$ cat src/dacrm_pkg.sv
// Package of constants and carrier types for the volatile DAC register map.
package dacrm_pkg;

    // ------------------------------------------------------------------
    // Address map (one 16-bit word per address, 00h to 1Fh decoded)
    // ------------------------------------------------------------------
    localparam int ADDR_W = 5;
    localparam int DATA_W = 16;
    localparam int CODE_W = 12;
    localparam logic [ADDR_W-1:0] ADDR_CHAN0_CODE = 5'h00;
    localparam logic [ADDR_W-1:0] ADDR_CHAN1_CODE = 5'h01;
    localparam logic [ADDR_W-1:0] ADDR_REF_SELECT = 5'h08;
    localparam logic [ADDR_W-1:0] ADDR_POWER_DOWN = 5'h09;
    localparam logic [ADDR_W-1:0] ADDR_GAIN_STATUS = 5'h0A;

    // ------------------------------------------------------------------
    // Field positions
    // ------------------------------------------------------------------
    localparam int SEL_W = 2;
    localparam int GAIN0_POS = 8;
    localparam int GAIN1_POS = 9;
    localparam int RESET_FLAG_POS = 7;

    // ------------------------------------------------------------------
    // Reset values
    // ------------------------------------------------------------------
    localparam logic [CODE_W-1:0] MID_CODE_8 = 12'h07F;
    localparam logic [CODE_W-1:0] MID_CODE_10 = 12'h1FF;
    localparam logic [CODE_W-1:0] MID_CODE_12 = 12'h7FF;
    localparam logic [CODE_W-1:0] RSV_FILL_8 = 12'h0FF;
    localparam logic [CODE_W-1:0] RSV_FILL_10 = 12'h3FF;
    localparam logic [CODE_W-1:0] RSV_FILL_12 = 12'hFFF;
    localparam logic [DATA_W-1:0] REF_SELECT_RST = 16'h0000;
    localparam logic [DATA_W-1:0] POWER_DOWN_RST = 16'h0000;
    localparam logic [DATA_W-1:0] GAIN_STATUS_RST = 16'h0080;
    localparam logic [DATA_W-1:0] ERROR_READ_DATA = 16'h0000;

    // ------------------------------------------------------------------
    // Selector encodings
    // ------------------------------------------------------------------
    localparam logic [SEL_W-1:0] REF_PIN_BUFFERED = 2'h3;
    localparam logic [SEL_W-1:0] REF_PIN_UNBUFFERED = 2'h2;
    localparam logic [SEL_W-1:0] REF_BANDGAP = 2'h1;
    localparam logic [SEL_W-1:0] REF_SUPPLY = 2'h0;
    localparam logic [SEL_W-1:0] PD_OPEN = 2'h3;
    localparam logic [SEL_W-1:0] PD_100K = 2'h2;
    localparam logic [SEL_W-1:0] PD_1K = 2'h1;
    localparam logic [SEL_W-1:0] PD_NORMAL = 2'h0;

    // ------------------------------------------------------------------
    // Carrier types
    // ------------------------------------------------------------------
    typedef struct packed {
        logic write;
        logic [ADDR_W-1:0] addr;
        logic [DATA_W-1:0] wdata;
    } dacrm_cmd_type;

    typedef struct packed {
        logic [CODE_W-1:0] output_code_bits;
        logic ref_from_pin;
        logic ref_from_bandgap;
        logic ref_from_supply;
        logic ref_buffer_en;
        logic ref_pin_driven;
        logic out_open;
        logic out_pull_100k;
        logic out_pull_1k;
        logic out_active;
        logic gain_double;
    } dacrm_chan_out_type;

endpackage : dacrm_pkg

$ cat src/dacrm_regfile.sv
// Volatile register file of a one- or two-channel voltage-output DAC.
//
// Overview of operation
// Reads of valid addresses return unimplemented bits as zero.
// Any read or write to a reserved address raises the command error.
// Reserved locations hold all ones sized to the resolution.
// After a reserved read raises the error, returned data is all zeros.
// Host raises chip select to recover; device then clears its error state.
// Reset loads each output code with mid scale for the resolution.
// Reset clears reference and power-down words; gain/status becomes 0080h.
// Output codes are 8, 10 or 12 bits, right justified.
// Reference word at 08h holds two select bits per channel.
// Reference codes: pin buffered, pin unbuffered, band gap, supply.
// Band gap selection keeps the reference pin driven in power-down.
// Host should pair supply reference with power-down for lowest current.
// Power-down word holds two bits per channel, same layout as reference.
// Power-down codes: open, 100k pull-down, 1k pull-down, normal.
// Gain bits at 8 and 9 select double gain per channel.
// Reset-event flag at bit 7 is set by reset, cleared by reading.
// Every address holds a 16-bit word; 00h through 1Fh are decoded.
// Writes to unimplemented bits are dropped and those bits stay zero.
module dacrm_regfile
    import dacrm_pkg::*;
#(
    parameter int RES_BITS = 12, // Output code resolution: 8, 10 or 12.
    parameter int NUM_CHAN = 2 // Channel count: 1 or 2.
) (
    input wire logic clk_sys, // System clock.
    input wire logic rstn, // Synchronous reset, active low (power-on/brown-out).
    input wire logic cs_n, // Serial chip select, active low.
    input wire logic cmd_valid, // Register command present.
    input dacrm_cmd_type cmd, // Command: write, address, write data.
    output logic cmd_ready, // Command can be taken.
    output logic rsp_valid, // One-cycle answer strobe.
    output logic [DATA_W-1:0] rsp_data, // Read data.
    output logic rsp_error, // Answer belongs to a refused access.
    output logic command_error_flag, // Command error held until chip select rises.
    output logic reset_event_flag, // Reset-event status bit.
    output dacrm_chan_out_type chan_out [NUM_CHAN] // Decoded channel controls.
);

    // ------------------------------------------------------------------
    // Elaboration checks and derived constants
    // ------------------------------------------------------------------
    if (!(RES_BITS == 8 || RES_BITS == 10 || RES_BITS == 12)) begin : g_bad_res
        $error("RES_BITS must be 8, 10 or 12.");
    end
    if (!(NUM_CHAN == 1 || NUM_CHAN == 2)) begin : g_bad_chan
        $error("NUM_CHAN must be 1 or 2.");
    end

    localparam logic [CODE_W-1:0] MID_CODE = (RES_BITS == 8) ? MID_CODE_8 :
        (RES_BITS == 10) ? MID_CODE_10 : MID_CODE_12;
    // Content of reserved locations; it is never returned, because such a read is refused.
    localparam logic [CODE_W-1:0] RSV_FILL = (RES_BITS == 8) ? RSV_FILL_8 :
        (RES_BITS == 10) ? RSV_FILL_10 : RSV_FILL_12;
    localparam logic [CODE_W-1:0] CODE_MASK = RSV_FILL;
    localparam logic [2*SEL_W-1:0] SEL_MASK = (NUM_CHAN == 2) ? 4'hF : 4'h3;
    localparam logic [1:0] GAIN_MASK = (NUM_CHAN == 2) ? 2'h3 : 2'h1;

    // ------------------------------------------------------------------
    // State
    // ------------------------------------------------------------------
    logic [CODE_W-1:0] code_q [2];
    logic [CODE_W-1:0] code_d [2];
    logic [2*SEL_W-1:0] ref_sel_q;
    logic [2*SEL_W-1:0] ref_sel_d;
    logic [2*SEL_W-1:0] pd_sel_q;
    logic [2*SEL_W-1:0] pd_sel_d;
    logic [1:0] gain_q;
    logic [1:0] gain_d;
    logic reset_flag_q;
    logic reset_flag_d;
    logic err_q;
    logic err_d;
    logic rsp_valid_q;
    logic rsp_valid_d;
    logic rsp_error_q;
    logic rsp_error_d;
    logic [DATA_W-1:0] rsp_data_q;
    logic [DATA_W-1:0] rsp_data_d;
    logic take;
    logic addr_ok;
    logic [DATA_W-1:0] rd_word;

    assign take = cmd_valid && !err_q;

    // ------------------------------------------------------------------
    // Address decode and read mux
    // ------------------------------------------------------------------
    always_comb begin
        addr_ok = 1'b0;
        rd_word = 16'h0000;
        case (cmd.addr)
            ADDR_CHAN0_CODE: begin
                addr_ok = 1'b1;
                rd_word = {4'h0, code_q[0]};
            end
            ADDR_CHAN1_CODE: begin
                addr_ok = (NUM_CHAN == 2);
                rd_word = {4'h0, code_q[1]};
            end
            ADDR_REF_SELECT: begin
                addr_ok = 1'b1;
                rd_word = {12'h000, ref_sel_q};
            end
            ADDR_POWER_DOWN: begin
                addr_ok = 1'b1;
                rd_word = {12'h000, pd_sel_q};
            end
            ADDR_GAIN_STATUS: begin
                addr_ok = 1'b1;
                rd_word = {6'h00, gain_q, reset_flag_q, 7'h00};
            end
            default: begin
                addr_ok = 1'b0;
                rd_word = 16'h0000;
            end
        endcase
    end

    // ------------------------------------------------------------------
    // Command handling
    // ------------------------------------------------------------------
    always_comb begin
        code_d = code_q;
        ref_sel_d = ref_sel_q;
        pd_sel_d = pd_sel_q;
        gain_d = gain_q;
        reset_flag_d = reset_flag_q;
        err_d = err_q;
        rsp_valid_d = 1'b0;
        rsp_error_d = 1'b0;
        rsp_data_d = 16'h0000;
        // Raising chip select resets the serial state; a new error in the same cycle still wins.
        if (cs_n) begin
            err_d = 1'b0;
        end
        if (take) begin
            rsp_valid_d = 1'b1;
            if (!addr_ok) begin
                err_d = 1'b1;
                rsp_error_d = 1'b1;
                rsp_data_d = ERROR_READ_DATA;
            end else if (cmd.write) begin
                case (cmd.addr)
                    ADDR_CHAN0_CODE: code_d[0] = cmd.wdata[CODE_W-1:0] & CODE_MASK;
                    ADDR_CHAN1_CODE: code_d[1] = cmd.wdata[CODE_W-1:0] & CODE_MASK;
                    ADDR_REF_SELECT: ref_sel_d = cmd.wdata[2*SEL_W-1:0] & SEL_MASK;
                    ADDR_POWER_DOWN: pd_sel_d = cmd.wdata[2*SEL_W-1:0] & SEL_MASK;
                    ADDR_GAIN_STATUS: gain_d = cmd.wdata[GAIN1_POS:GAIN0_POS] & GAIN_MASK;
                    default: gain_d = gain_q;
                endcase
            end else begin
                rsp_data_d = rd_word;
                if (cmd.addr == ADDR_GAIN_STATUS) begin
                    reset_flag_d = 1'b0;
                end
            end
        end
    end

    always_ff @(posedge clk_sys) begin
        if (!rstn) begin
            code_q[0] <= MID_CODE;
            code_q[1] <= (NUM_CHAN == 2) ? MID_CODE : 12'h000;
            ref_sel_q <= REF_SELECT_RST[2*SEL_W-1:0];
            pd_sel_q <= POWER_DOWN_RST[2*SEL_W-1:0];
            gain_q <= GAIN_STATUS_RST[GAIN1_POS:GAIN0_POS];
            reset_flag_q <= GAIN_STATUS_RST[RESET_FLAG_POS];
            err_q <= 1'b0;
            rsp_valid_q <= 1'b0;
            rsp_error_q <= 1'b0;
            rsp_data_q <= 16'h0000;
        end else begin
            code_q <= code_d;
            ref_sel_q <= ref_sel_d;
            pd_sel_q <= pd_sel_d;
            gain_q <= gain_d;
            reset_flag_q <= reset_flag_d;
            err_q <= err_d;
            rsp_valid_q <= rsp_valid_d;
            rsp_error_q <= rsp_error_d;
            rsp_data_q <= rsp_data_d;
        end
    end

    assign cmd_ready = !err_q;
    assign rsp_valid = rsp_valid_q;
    assign rsp_error = rsp_error_q;
    assign rsp_data = rsp_data_q;
    assign command_error_flag = err_q;
    assign reset_event_flag = reset_flag_q;

    // ------------------------------------------------------------------
    // Channel decoders
    // ------------------------------------------------------------------
    for (genvar ch = 0; ch < NUM_CHAN; ch++) begin : g_chan
        dacrm_chan_decode u_decode (
            .clk_sys(clk_sys),
            .rstn(rstn),
            .code(code_q[ch]),
            .reference_source_code(ref_sel_q[ch*SEL_W +: SEL_W]),
            .power_down_code(pd_sel_q[ch*SEL_W +: SEL_W]),
            .gain_double(gain_q[ch]),
            .chan_out(chan_out[ch])
        );
    end

    // Implemented bits of the addressed word, built apart from the read mux so that
    // a slip in the mux cannot hide itself.
    logic [DATA_W-1:0] impl_mask;

    always_comb begin
        impl_mask = 16'h0000;
        if (cmd.addr == ADDR_CHAN0_CODE || cmd.addr == ADDR_CHAN1_CODE) begin
            impl_mask = {4'h0, CODE_MASK};
        end else if (cmd.addr == ADDR_REF_SELECT || cmd.addr == ADDR_POWER_DOWN) begin
            impl_mask = {12'h000, SEL_MASK};
        end else if (cmd.addr == ADDR_GAIN_STATUS) begin
            impl_mask = {6'h00, GAIN_MASK, 1'b1, 7'h00};
        end
    end
endmodule : dacrm_regfile

$ cat src/dacrm_chan_decode.sv
// Per-channel decode of code, reference, power-down and gain into control levels.
module dacrm_chan_decode
    import dacrm_pkg::*;
(
    input wire logic clk_sys, // System clock.
    input wire logic rstn, // Synchronous reset, active low.
    input wire logic [CODE_W-1:0] code, // Right-justified output code.
    input wire logic [SEL_W-1:0] reference_source_code, // Reference selector.
    input wire logic [SEL_W-1:0] power_down_code, // Power-down selector.
    input wire logic gain_double, // High for double gain.
    output dacrm_chan_out_type chan_out // Registered channel controls.
);

    dacrm_chan_out_type out_d;
    dacrm_chan_out_type out_q;

    // ------------------------------------------------------------------
    // Decode
    // ------------------------------------------------------------------
    always_comb begin
        out_d = '0;
        out_d.output_code_bits = code;
        out_d.gain_double = gain_double;
        case (reference_source_code)
            REF_PIN_BUFFERED: begin
                out_d.ref_from_pin = 1'b1;
                out_d.ref_buffer_en = 1'b1;
            end
            REF_PIN_UNBUFFERED: begin
                out_d.ref_from_pin = 1'b1;
            end
            REF_BANDGAP: begin
                out_d.ref_from_bandgap = 1'b1;
                out_d.ref_buffer_en = 1'b1;
            end
            default: begin
                out_d.ref_from_supply = 1'b1;
            end
        endcase
        // The band gap keeps the reference pin driven whatever the power-down state.
        out_d.ref_pin_driven = (reference_source_code == REF_BANDGAP);
        case (power_down_code)
            PD_OPEN: out_d.out_open = 1'b1;
            PD_100K: out_d.out_pull_100k = 1'b1;
            PD_1K: out_d.out_pull_1k = 1'b1;
            default: out_d.out_active = 1'b1;
        endcase
    end

    always_ff @(posedge clk_sys) begin
        if (!rstn) begin
            out_q <= '0;
        end else begin
            out_q <= out_d;
        end
    end

    assign chan_out = out_q;
endmodule : dacrm_chan_decode

$ cat config.mk
export PLATFORM = sky130hd
export DESIGN_NAME = dacrm_regfile
export DESIGN_NICKNAME = d
export VERILOG_FILES = /design/src/dacrm_pkg.sv /design/src/dacrm_regfile.sv /design/src/dacrm_chan_decode.sv
export SDC_FILE = /design/constraint.sdc
export NUM_CORES = 1
export LEC_CHECK = 0
export BUFFER_PORTS_ARGS = -buffer_cell sky130_fd_sc_hd__buf_4
export CAP_MARGIN = 15
export CORE_MARGIN = 5
export CORE_UTILIZATION = 40
export CTS_CLUSTER_SIZE = 8
export DETAILED_ROUTE_END_ITERATION = 16
export GPL_TIMING_DRIVEN = 0
export MAX_ROUTING_LAYER = met4
export PLACE_DENSITY = 0.73
export SLEW_MARGIN = 20
export SYNTH_ARGS = -nofsm -noshare
export SYNTH_HDL_FRONTEND = slang
export SYNTH_HIERARCHICAL = 1
export SYNTH_SLANG_ARGS = --single-unit
$ cat constraint.sdc
create_clock -name clk_sys -period 2.5 [get_ports clk_sys]
set_clock_uncertainty 0.2 [all_clocks]
set_input_delay 0.5 -clock clk_sys [delete_from_list [all_inputs] [get_ports clk_sys]]
set_output_delay 0.5 -clock clk_sys [all_outputs]
set_load 0.005 [all_outputs]
==> results list <==
* Status: completed
* Post-synthesis async set-or-reset flop share: 0%
* Mean instance size in the synthesized netlist: 10.5 um^2
* Synth-to-layout area growth: 26.4%
* Maximum count of clock buffers along a single path: 2
* Worst-case setup slack after placement: 0.295 ns
- Setup_tns: 0 ns
- Storage cell area: 1840 um^2
- The final count of hold timing violations is 0.
* Placed Instances: 508
- P_leak: 1.85 nW
* Total gr overflow: 0
* RD Place Congestion: 0.835
- Starting Density: 41.1%
* Actual transition at the worst max-transition pin: 0.653 ns
- Before antenna repair, the detailed router went through 4 iterations.
- Power density relative to cell area: 603 nW/um^2
- Total die area: 10,400 um^2
- Crit path cell chain: buf_2 > nor4_4 > and4_1 > buf_6 > mux2i_1
- Yosys cell types: 40
- The clock tree synthesis step divided the H-tree into 3 levels.
- Critical Path Sink Type: register
* Vertical die dimension: 102 um
- Total area of multi-input combinational cells: 1360 um^2
* DR DRC count: 0
- Clock-pin slew was measured on the worst setup and hold paths at 0.08 ns.
- After synthesis, flip-flops and latches occupy 54.6% of the total area.
- Master cell of the clock root buffer: clkbuf_8
- After synthesis the cells add up to 3370 um^2.
- Leading register cell type out of synthesis: dfxtp_1
* Startpoint-to-endpoint class of the critical path: in2reg
* Peak clock frequency supported by timing: 536 MHz
* Ratio of cells with drive above 1 in the final layout: 29.8%
* Post-route insts no fill: 521
- Critical Path RT: 2.56 ns
- Hold WC Path Type: in2reg
- Once the clock tree was built, the setup fixing pass inserted 0 buffers.
* Placeable core region: 8220 um^2
* Highest fanout seen on the critical path: 10
* Count of maximum capacitance violations: 0
- VDD sags by at most 280 uV.
- Source-to-sink clock delay at the later pin of the worst-skew pair: 0.34 ns
- The worst path meets setup with 0.633 ns of slack.
- Longest individual stage delay on the worst path: 0.58 ns
- RSZ-0062 raised after global routing: no
- Worst slew margin relative to its limit: 56.2%
* Total number of vias: 2,573
- The floorplan step set the die width to 102 um.
- Remaining number of nets flagged by the antenna check after routing: 0
* Wirelength per Cell: 15.4 um
* Site Rows: 33
- Fraction of the cycle the final worst path needs: 74.7%
* CP max stage cell: nor4_4
* Count of antenna diodes in the layout: 0
* Via count of the first global-routing pass: 2,612
- Pin placement for this block handled 91 I/O pins.
- Quantity of gates resized following cts: 0
- Across every metal layer, demand over resource in global routing totals 16.2%.
- The final layout contains 440 nets.
* 1st-iter DRT viols: 108
* Detailed-route wire length: 8000 um
- Routed vias/inst: 4.94
- The layout has 780 filler cells.
- Arrival time at the worst endpoint: 1.93 ns
- The first global-routing pass estimated 12,700 um of wire.
- TritonCTS built the clock tree.
- The synthesized design contains 0 enable-type register cells.
- Setup violations remaining at the end of the flow were counted as 0.
- Total of warnings raised by yosys: 6
* Critical Path Start Type: input port
- DP Wirelength: 5850 um
- Crit path time final: 1.87 ns
- Sinks on the clock net: 92
- Synthesis produced a netlist whose cell count is 322.
- Number of port buffers: 78
- Number of hold buffers added after CTS: 0
- Counting the buffers created by CTS gives 9.
- Slew Viols, Final: 0
- Flip-flop and latch count after synthesis: 92
- Largest net degree at the start of global routing: 14
* Antenna violations before repair: 0
[cells by family after synthesis]
group / share of synthesized area, %
and+or+nand+nor: 23.5
DFF: 54.6
AOI/OAI and AO/OA: 6.41
muxes: 9.83
buffers and inverters: 5.52
other: 0.111
[state kept, by name, indices dropped and copies added (netlist names)]
signal                    cells
gain_q                        2
ref_sel_q                     4
rsp_error                     1
rsp_valid                     1
code_q                       24
command_error_flag            1
reset_event_flag              1
rsp_data                     12
pd_sel_q                      4
g_chan.u_decode/chan_out     42
[worst max-delay path, delay by kind of cell]
kind / cells / cell delay [ns]
and+or+nand+nor: 2 / 0.89
buffers and inverters: 2 / 0.35
muxes: 1 / 0.19
[metal layers]
metal,vias to the layer above,wire length (um),track usage (%)
li1,1274,-,-
met1,1192,3540,21.2
met2,99,3810,25.2
met3,8,556,2.73
met4,0,95,6.26
met5,-,0,-
[synth_stat cells, drive strengths merged, types with 3 or more instances]
master	number	area, um^2
clkbuf	7	26.3
dfxtp	92	1840
o21ai	10	50.0
buf	22	149
inv	3	11.3
mux2i	32	320
nor2	39	146
nand4b	3	26.3
and2	30	188
nand3	19	95.1
o22a	4	35.0
a21oi	15	75.1
nand2	4	15.0
nand3b	7	52.6
nor3b	4	50.1
and3b	6	52.6
[final timing paths]
path / start / endpoint / slack (ns) / cells past startpoint
hold reg to reg: code_q[23] / code_q[23] / 0.28 / 2
hold / removal: cs_n / command_error_flag / 0.14 / 2
setup / recovery: cmd[20] / code_q[3] / 0.63 / 5
setup reg to reg: command_error_flag / rsp_data[10] / 0.65 / 4
[cells in the final DEF, fill, tap and decap left out, types with 4 or more instances in the layout]
cell,synthesis,final
and3b_1,6,6
o22a_1,4,4
clkbuf_1,7,7
buf_2,11,11
nand2_1,4,4
dfxtp_1,92,92
nor2_1,39,39
o21ai_1,7,7
nor3b_2,4,4
nand3_1,19,19
clkbuf_8,0,11
mux2i_1,32,32
conb_1,1,4
a21oi_1,15,15
and2_1,30,30
nand3b_1,7,7
buf_4,8,86
[where the power goes]
part | switching [mW] | leakage (nW) | internal, mW
Combinational | 0.105 | 1.01 | 0.101
Sequential | 0.0109 | 0.753 | 1.49
Clock | 0.463 | 0.0831 | 0.398
[stage by stage]
step           cell area, um^2  total power [mW]  util, %  hold WS [ns]
3_5_place_dp              4100              1.75     49.9         0.266
4_1_cts                   4270              2.58     51.9         0.139
2_1_floorplan             3390              1.64        -         0.243
3_3_place_gp              4100              1.74     49.9         0.257
6_report                  4270              2.57     51.9         0.144
5_1_grt                   4270              2.66     51.9         0.166
[cell type report]
cell class | count | share of cell area (%)
Buffer | 29 | 4.11
Clock buffer | 11 | 3.55
Clock inverter | 2 | 0.293
Inverter | 3 | 0.264
Multi-Input combinational cell | 201 | 31.8
Sequential cell | 92 | 43.2
Tap cell | 105 | 3.08
Timing Repair Buffer | 78 | 13.7
Power figures use the tool's default switching activity.
